## config.mk

```make
export PLATFORM = sky130hd
export DESIGN_NAME = au_arith_unit
export DESIGN_NICKNAME = d
export VERILOG_FILES = /design/src/design/au_pkg.sv /design/src/design/au_arith_unit.sv
export SDC_FILE = /design/constraint.sdc
export NUM_CORES = 2
export LEC_CHECK = 0
export BUFFER_PORTS_ARGS = -buffer_cell sky130_fd_sc_hd__buf_2
export CORE_MARGIN = 2
export CORE_UTILIZATION = 52
export CTS_CLUSTER_SIZE = 10
export DETAILED_ROUTE_END_ITERATION = 8
export GPL_TIMING_DRIVEN = 0
export MAX_ROUTING_LAYER = met4
export PLACE_DENSITY = 0.68
export SLEW_MARGIN = 0
export SYNTH_ARGS = -nofsm -noshare
export SYNTH_HDL_FRONTEND = slang
export SYNTH_SLANG_ARGS = --single-unit
```

## constraint.sdc

```tcl
create_clock -name core_clk -period 190.6 [get_ports core_clk]
set_input_delay 19.06 -clock core_clk [delete_from_list [all_inputs] [get_ports core_clk]]
set_output_delay 19.06 -clock core_clk [all_outputs]
set_load 0.02 [all_outputs]
```

## src/design/au_pkg.sv

```systemverilog
// constants for the arithmetic unit
package au_pkg;
   localparam logic [31:0] AU_OFS_BYTE0 = 32'h00000000;
   localparam logic [31:0] AU_OFS_BYTE1 = 32'h00000004;
   localparam logic [31:0] AU_OFS_BYTE2 = 32'h00000008;
   localparam logic [31:0] AU_OFS_BYTE3 = 32'h0000000c;
   localparam logic [31:0] AU_OFS_BYTE4 = 32'h00000010;
   localparam logic [31:0] AU_OFS_BYTE5 = 32'h00000014;
   localparam logic [31:0] AU_OFS_STATUS = 32'h00000018;
   localparam int AU_NUM_DATA = 6;
   localparam int AU_ADDR_W = 5;
   localparam int AU_BIT_ERR = 7;
   localparam int AU_BIT_OVF = 6;
   localparam logic [7:0] AU_DATA_RESET = 8'h00;
   localparam logic [1:0] AU_RESP_OKAY = 2'h0;
   localparam logic [1:0] AU_RESP_SLVERR = 2'h2;
   // calculation times in system clock periods
   localparam int AU_TIME_DIV32 = 17;
   localparam int AU_TIME_DIV16 = 9;
   localparam int AU_TIME_MUL = 11;
   localparam logic [4:0] AU_CNT_DIV32 = 5'(AU_TIME_DIV32);
   localparam logic [4:0] AU_CNT_DIV16 = 5'(AU_TIME_DIV16);
   localparam logic [4:0] AU_CNT_MUL = 5'(AU_TIME_MUL);
   typedef enum logic [1:0] {AU_OP_DIV32, AU_OP_DIV16, AU_OP_MUL} au_op_e;
   typedef enum {AU_SEQ_IDLE, AU_SEQ_W0, AU_SEQ_W01, AU_SEQ_W012, AU_SEQ_W0123, AU_SEQ_W01234,
                 AU_SEQ_W014, AU_SEQ_W04, AU_SEQ_W041} au_seq_e;
endpackage

```

## src/design/au_arith_unit.sv

```systemverilog
// arithmetic unit: multiply / divide over axi4-lite
//
// Notes on behaviour
// - 16x16 multiply, 32/16 and 16/16 divide
// - data access while busy sets error flag
// - status read when idle clears error
// - overflow on product over ffff or zero divisor
// - overflow rewritten at every completion
// - status bits 5..0 zero, flags read-only
// - write of byte 5 ends sequence, starts only after writes 0..4, 0,1,4 or 0,4,1
// - reads and non-data writes between writes are harmless
// - writes 0..5 select 32/16 divide
// - writes 0,1,4,5 select 16/16 divide
// - writes 0,4,1,5 select multiply
// - 17, 9 or 11 cycles of calculation
// - 32/16 results: quotient 0..3, remainder 4..5
// - 16/16 results: quotient 0..1, remainder 4..5
// - product in bytes 0..3
// - reads may be interleaved with anything
// - byte 0 least significant
`timescale 1ns/1ps
module au_arith_unit
   import au_pkg::*;
(
   input wire logic core_clk,
   input wire logic rst_n,
   input wire logic [AU_ADDR_W-1:0] s_axi_awaddr,
   input wire logic [2:0] s_axi_awprot,
   input wire logic s_axi_awvalid,
   output logic s_axi_awready,
   input wire logic [31:0] s_axi_wdata,
   input wire logic [3:0] s_axi_wstrb,
   input wire logic s_axi_wvalid,
   output logic s_axi_wready,
   output logic [1:0] s_axi_bresp,
   output logic s_axi_bvalid,
   input wire logic s_axi_bready,
   input wire logic [AU_ADDR_W-1:0] s_axi_araddr,
   input wire logic [2:0] s_axi_arprot,
   input wire logic s_axi_arvalid,
   output logic s_axi_arready,
   output logic [31:0] s_axi_rdata,
   output logic [1:0] s_axi_rresp,
   output logic s_axi_rvalid,
   input wire logic s_axi_rready
);

   ////////////////////////////////////////////////////////////////////////////
   // register index decode
   function automatic logic [2:0] reg_index(input logic [AU_ADDR_W-1:0] addr);
      logic [2:0] idx;
      idx = 3'h7;
      unique case ({{(32-AU_ADDR_W){1'b0}}, addr[AU_ADDR_W-1:2], 2'b00})
         AU_OFS_BYTE0: idx = 3'h0;
         AU_OFS_BYTE1: idx = 3'h1;
         AU_OFS_BYTE2: idx = 3'h2;
         AU_OFS_BYTE3: idx = 3'h3;
         AU_OFS_BYTE4: idx = 3'h4;
         AU_OFS_BYTE5: idx = 3'h5;
         AU_OFS_STATUS: idx = 3'h6;
         default: idx = 3'h7;
      endcase
      return idx;
   endfunction

   // true for the six operand/result bytes
   function automatic logic is_data(input logic [2:0] idx);
      return idx < 3'h6;
   endfunction

   // calculation length of an operation
   function automatic logic [4:0] op_cycles(input au_op_e kind);
      logic [4:0] n;
      n = AU_CNT_MUL;
      unique case (kind)
         AU_OP_DIV32: n = AU_CNT_DIV32;
         AU_OP_DIV16: n = AU_CNT_DIV16;
         AU_OP_MUL: n = AU_CNT_MUL;
         default: n = AU_CNT_MUL;
      endcase
      return n;
   endfunction

   logic [7:0] data_reg [AU_NUM_DATA];
   logic busy;
   logic [4:0] busy_cnt;
   au_op_e op;
   au_seq_e seq;
   logic err_flag;
   logic ovf_flag;
   logic aw_held;
   logic w_held;
   logic [AU_ADDR_W-1:0] aw_addr;
   logic [7:0] w_byte;
   logic w_lane0;
   logic [2:0] rd_idx;
   logic [2:0] wr_idx;
   logic wr_fire;
   logic rd_fire;
   logic start;
   au_op_e next_op;
   au_seq_e next_seq;
   logic data_wr;
   logic [7:0] rd_byte;
   logic [7:0] status_byte;
   logic ovf_next;

   ////////////////////////////////////////////////////////////////////////////
   // axi write channel: address and data taken in either order
   assign s_axi_awready = !aw_held && !s_axi_bvalid;
   assign s_axi_wready = !w_held && !s_axi_bvalid;
   assign wr_fire = aw_held && w_held && !s_axi_bvalid;
   assign wr_idx = reg_index(aw_addr);
   // accepted operand write: lane 0, idle, data byte
   assign data_wr = wr_fire && w_lane0 && !busy && is_data(wr_idx);

   // write address holder
   always_ff @(posedge core_clk or negedge rst_n) begin
      if (!rst_n) begin
         aw_held <= 1'b0;
         aw_addr <= '0;
      end else if (wr_fire) begin
         aw_held <= 1'b0;
      end else if (s_axi_awvalid && s_axi_awready) begin
         aw_held <= 1'b1;
         aw_addr <= s_axi_awaddr;
      end
   end

   // write data holder
   always_ff @(posedge core_clk or negedge rst_n) begin
      if (!rst_n) begin
         w_held <= 1'b0;
         w_byte <= 8'h00;
         w_lane0 <= 1'b0;
      end else if (wr_fire) begin
         w_held <= 1'b0;
      end else if (s_axi_wvalid && s_axi_wready) begin
         w_held <= 1'b1;
         w_byte <= s_axi_wdata[7:0];
         w_lane0 <= s_axi_wstrb[0];
      end
   end

   // write response, slverr off the map
   always_ff @(posedge core_clk or negedge rst_n) begin
      if (!rst_n) begin
         s_axi_bvalid <= 1'b0;
         s_axi_bresp <= AU_RESP_OKAY;
      end else if (wr_fire) begin
         s_axi_bvalid <= 1'b1;
         s_axi_bresp <= (wr_idx == 3'h7) ? AU_RESP_SLVERR : AU_RESP_OKAY;
      end else if (s_axi_bvalid && s_axi_bready) begin
         s_axi_bvalid <= 1'b0;
      end
   end

   ////////////////////////////////////////////////////////////////////////////
   // axi read channel
   assign s_axi_arready = !s_axi_rvalid;
   assign rd_fire = s_axi_arvalid && s_axi_arready;
   assign rd_idx = reg_index(s_axi_araddr);
   assign status_byte = {err_flag, ovf_flag, 6'h00};

   always_comb begin
      rd_byte = 8'h00;
      unique case (rd_idx)
         3'h0: rd_byte = data_reg[0];
         3'h1: rd_byte = data_reg[1];
         3'h2: rd_byte = data_reg[2];
         3'h3: rd_byte = data_reg[3];
         3'h4: rd_byte = data_reg[4];
         3'h5: rd_byte = data_reg[5];
         3'h6: rd_byte = status_byte;
         3'h7: rd_byte = 8'h00;
      endcase
   end

   always_ff @(posedge core_clk or negedge rst_n) begin
      if (!rst_n) begin
         s_axi_rvalid <= 1'b0;
         s_axi_rdata <= 32'h00000000;
         s_axi_rresp <= AU_RESP_OKAY;
      end else if (rd_fire) begin
         s_axi_rvalid <= 1'b1;
         s_axi_rresp <= (rd_idx == 3'h7) ? AU_RESP_SLVERR : AU_RESP_OKAY;
         s_axi_rdata <= {24'h000000, rd_byte};
      end else if (s_axi_rvalid && s_axi_rready) begin
         s_axi_rvalid <= 1'b0;
      end
   end

   ////////////////////////////////////////////////////////////////////////////
   // sequence tracker
   always_comb begin
      next_seq = seq;
      next_op = op;
      start = 1'b0;
      if (data_wr) begin
         next_seq = (wr_idx == 3'h0) ? AU_SEQ_W0 : AU_SEQ_IDLE;
         unique case (seq)
            AU_SEQ_IDLE: ;
            AU_SEQ_W0: begin
               if (wr_idx == 3'h1) begin
                  next_seq = AU_SEQ_W01;
               end
               if (wr_idx == 3'h4) begin
                  next_seq = AU_SEQ_W04;
               end
            end
            AU_SEQ_W01: begin
               if (wr_idx == 3'h2) begin
                  next_seq = AU_SEQ_W012;
               end
               if (wr_idx == 3'h4) begin
                  next_seq = AU_SEQ_W014;
               end
            end
            AU_SEQ_W012: begin
               if (wr_idx == 3'h3) begin
                  next_seq = AU_SEQ_W0123;
               end
            end
            AU_SEQ_W0123: begin
               if (wr_idx == 3'h4) begin
                  next_seq = AU_SEQ_W01234;
               end
            end
            AU_SEQ_W04: begin
               if (wr_idx == 3'h1) begin
                  next_seq = AU_SEQ_W041;
               end
            end
            AU_SEQ_W01234, AU_SEQ_W014, AU_SEQ_W041: begin
               if (wr_idx == 3'h5) begin
                  start = 1'b1;
                  next_seq = AU_SEQ_IDLE;
                  next_op = (seq == AU_SEQ_W01234) ? AU_OP_DIV32 :
                            (seq == AU_SEQ_W014) ? AU_OP_DIV16 : AU_OP_MUL;
               end
            end
         endcase
      end
   end

   // only data writes move the tracker
   always_ff @(posedge core_clk or negedge rst_n) begin
      if (!rst_n) begin
         seq <= AU_SEQ_IDLE;
         op <= AU_OP_DIV32;
      end else begin
         seq <= next_seq;
         op <= next_op;
      end
   end

   ////////////////////////////////////////////////////////////////////////////
   // busy counter
   always_ff @(posedge core_clk or negedge rst_n) begin
      if (!rst_n) begin
         busy <= 1'b0;
         busy_cnt <= 5'h00;
      end else if (start) begin
         busy <= 1'b1;
         busy_cnt <= op_cycles(next_op);
      end else if (busy) begin
         busy_cnt <= busy_cnt - 5'h01;
         if (busy_cnt == 5'h01) begin
            busy <= 1'b0;
         end
      end
   end

   ////////////////////////////////////////////////////////////////////////////
   // operands and results
   logic [31:0] dividend;
   logic [15:0] divisor;
   logic [31:0] quotient;
   logic [15:0] remainder;
   logic [31:0] product;
   logic finish;

   assign dividend = (op == AU_OP_DIV32) ? {data_reg[3], data_reg[2], data_reg[1], data_reg[0]} :
                     {16'h0000, data_reg[1], data_reg[0]};
   assign divisor = {data_reg[5], data_reg[4]};
   assign quotient = (divisor == 16'h0000) ? 32'hffffffff : dividend / {16'h0000, divisor};
   assign remainder = (divisor == 16'h0000) ? dividend[15:0] : 16'((dividend % {16'h0000, divisor}));
   assign product = {data_reg[1], data_reg[0]} * {data_reg[5], data_reg[4]};
   assign finish = busy && busy_cnt == 5'h01;

   logic [31:0] result_lo;
   logic [15:0] result_hi;

   always_comb begin
      result_lo = product;
      result_hi = {data_reg[5], data_reg[4]};
      unique case (op)
         AU_OP_MUL: begin
            result_lo = product;
            result_hi = {data_reg[5], data_reg[4]};
         end
         AU_OP_DIV32, AU_OP_DIV16: begin
            result_lo = quotient;
            result_hi = remainder;
         end
         default: begin
            result_lo = product;
            result_hi = {data_reg[5], data_reg[4]};
         end
      endcase
   end

   always_ff @(posedge core_clk or negedge rst_n) begin
      if (!rst_n) begin
         for (int i = 0; i < AU_NUM_DATA; i++) begin
            data_reg[i] <= AU_DATA_RESET;
         end
      end else if (finish) begin
         {data_reg[3], data_reg[2], data_reg[1], data_reg[0]} <= result_lo;
         {data_reg[5], data_reg[4]} <= result_hi;
      end else if (data_wr) begin
         data_reg[wr_idx] <= w_byte;
      end
   end

   ////////////////////////////////////////////////////////////////////////////
   // status flags
   logic data_touch;
   assign data_touch = (wr_fire && is_data(wr_idx)) || (rd_fire && is_data(rd_idx));

   always_ff @(posedge core_clk or negedge rst_n) begin
      if (!rst_n) begin
         err_flag <= 1'b0;
      end else if (busy && data_touch) begin
         err_flag <= 1'b1;
      end else if (rd_fire && rd_idx == 3'h6 && !busy) begin
         err_flag <= 1'b0;
      end
   end

   always_comb begin
      ovf_next = 1'b0;
      unique case (op)
         AU_OP_MUL: ovf_next = product[31:16] != 16'h0000;
         AU_OP_DIV32, AU_OP_DIV16: ovf_next = divisor == 16'h0000;
         default: ovf_next = 1'b0;
      endcase
   end

   always_ff @(posedge core_clk or negedge rst_n) begin
      if (!rst_n) begin
         ovf_flag <= 1'b0;
      end else if (finish) begin
         ovf_flag <= ovf_next;
      end
   end

endmodule

```

==> reports/results.txt <==
Clock Root Buffer: clkbuf_16
DR iter-0 viols: 3355
synth top area cells: ha_1, fa_1, dfrtp_1
synth-to-layout area growth: 5.49%
asr flop ratio synth: 1.00
RR Startpoint: data_reg[15]
Initial Util: 0.523
largest net degree at the start of global routing: 70
Max-Slew Margin vs Limit: 0.0882
required time of the critical path: 190790 ps
Largest register FFs: 48
CP max-delay cell: a211oi_1
count leader, synth: ha_1
number of synthesized flops with an enable pin: 0
first-pass GRT wire length: 183000 um
Hold Path Class: reg2reg
CP max stage delay: 880 ps
cts bufs inserted: 9
ys flop type: dfrtp_1
drt wl/cell: 20.4 um
vias in the first global route: 33600
Max-Cap Viols: 0
Worst Tran Pin Value: 1360 ps
status: completed
Fillers: 6627
Final Slew Violations: 0
R2R Setup Slk: 75010 ps
initial antenna violation count: 1
num rows: 96
Congestion Overflow GR: 0
crit path to: data_reg[7]
Vias: 35700
Seq/Total Area, Yosys: 0.0617
Hold Violations, Final: 0
Final Critical Period: 115590 ps
final period utilization: 0.606
hold buffers post-CTS: 0
routability cong.: 0.996
die area: 70800 sq um
FF+latch area: 2200 sq um
clock buffer depth: 2
htree depth: 3
Die Span Y: 266 um
Reg2Reg Depth: 451
Nets: 5508
layout cells sized above 1: 0.0717
Worst Setup Path Type: reg2reg
Arr. time, crit path: 115780 ps
core area: 68200 sq um
launch point of the worst path: data_reg[15]
Mean Syn Cell Area: 7.64 sq um
Die W: 266 um
clock slew at reported path FFs: 70 ps
Worst-Skew Late Latency: 370 ps
hpwl dp: 91700 um
Clock Skew: 12.4 ps
CP Max Fanout: 10
DRC Markers: 0
first drt pass iteration count: 9
f_max: 8.65 MHz
clock sinks: 88
crit-path most repeated cell: o21a_1
post-synthesis cell count: 4670
Synth warnings: 0
critical path capture point type: register
share of the synthesized area in the top cell type: 0.176
Multi-input gate area: 31400 sq um
CTS tree: built
port bufs: 34
Post-Layout Cell Count: 5639
RR Endpoint: data_reg[7]
Final Setup Violations: 0
setup ws final: 75010 ps
placed cell count: 5621
Setup TNS Final: 0 ps
post-synthesis cell type count: 118
Setup Fix Bufs, Post-CTS: 0
CP Launch Type: register
via density per instance: 6.33
Post-synth top cells: ha_1, nand2_1, nor2_1
synthesized flop and latch total: 88
# IOs: 100
GR Util All Layers: 0.331
Mapped Area: 35700 sq um
remaining antenna violation count: 0
pre-CTS setup slack: 76760 ps
RSZ-0062 raised after global routing: false
largest area contributor in the netlist: ha_1
post_cts resized: 0
Total Wirelength: 115000 um
==> routing by layer <==
layer | vias to the layer above | GRT usage | wire length [um]
met5 | - | - | 0
li1 | 17200 | - | -
met1 | 16800 | 0.436 | 50300
met2 | 1410 | 0.518 | 50400
met3 | 294 | 0.0588 | 10300
met4 | 0 | 0.0978 | 4310
==> stage by stage <==
step | hold WS [ps] | util | instance area [sq um]
2_1_floorplan | 448 | - | 35800
3_3_place_gp | 462 | 0.543 | 37100
3_5_place_dp | 470 | 0.547 | 37300
4_1_cts | 487 | 0.551 | 37600
5_1_grt | 511 | 0.552 | 37700
6_report | 483 | 0.552 | 37700
==> critical path: cells and delay by family (launching register included) <==
family	cells	cell delay, ps
and+or+nand+nor	81	17720
buffers and inverters	59	20160
DFF	1	360
muxes	16	5210
AOI/OAI and AO/OA	264	61400
adders and majority gates	31	10160
==> worst min-delay path by stage <==
stage              startpoint  slack [ps]  cells past startpoint              to
2_1_floorplan        ovf_flag         450                      2        ovf_flag
3_3_place_gp   s_axi_rdata[6]         460                      2  s_axi_rdata[6]
3_5_place_dp   s_axi_rdata[2]         470                      2  s_axi_rdata[2]
4_1_cts        s_axi_rdata[2]         490                      2  s_axi_rdata[2]
5_1_grt        s_axi_rdata[7]         510                      2  s_axi_rdata[7]
6_report       s_axi_rdata[2]         480                      2  s_axi_rdata[2]
==> placed cells by master (no fill, tap or decap), types with 18 or more instances in the layout <==
| cell | count |
|---|---|
| a211oi_1 | 33 |
| and2_1 | 70 |
| a31oi_1 | 41 |
| o21bai_1 | 44 |
| ha_1 | 503 |
| o221ai_1 | 25 |
| dfrtp_1 | 88 |
| xnor2_1 | 144 |
| buf_2 | 51 |
| nor4_1 | 33 |
| o21a_1 | 197 |
| and3_1 | 30 |
| fa_1 | 195 |
| nor2_1 | 393 |
| xor2_1 | 84 |
| buf_1 | 23 |
| nand3_1 | 76 |
| mux2_2 | 113 |
| conb_1 | 26 |
| nor3_1 | 212 |
| o211ai_1 | 39 |
| a21oi_1 | 258 |
| nand2b_1 | 39 |
| o22ai_1 | 18 |
| a21o_1 | 82 |
| inv_1 | 331 |
| or2_2 | 25 |
| a221o_1 | 19 |
| o21ai_0 | 180 |
| buf_4 | 31 |
| nor2b_1 | 43 |
| mux2i_1 | 95 |
| nand2_1 | 483 |
| or4_1 | 19 |
| o31ai_1 | 142 |
| clkbuf_1 | 128 |
| nand4_1 | 53 |
| or3_1 | 29 |
==> final cells by class <==
type	count	share of cell area
multi-input cells	4052	0.833
flip-flops and latches	88	0.0585
inverters	351	0.0351
well taps	882	0.0293
plain buffers	204	0.0244
repair buffers	45	0.0110
clock buffers	11	0.00671
clock inverters	4	0.00206
diodes	2	0.000133
==> cell families (layout without fill, tap and decap cells) <==
family,count (synthesis),in the layout,synth area share
multiplexers,214,214,0.0645
adder cells (fa/ha/maj),699,699,0.286
AO/OA/AOI/OAI,1289,1289,0.251
AND/OR/NAND/NOR,1594,1594,0.218
buffers and inverters,555,615,0.0625
flip-flops,88,88,0.0617
other,1,28,0.000105
XOR/XNOR,230,230,0.0569
Power is left out: the tool's default activity adds up to more than one toggle a clock period on the data nets, which glitch-free logic cannot reach.
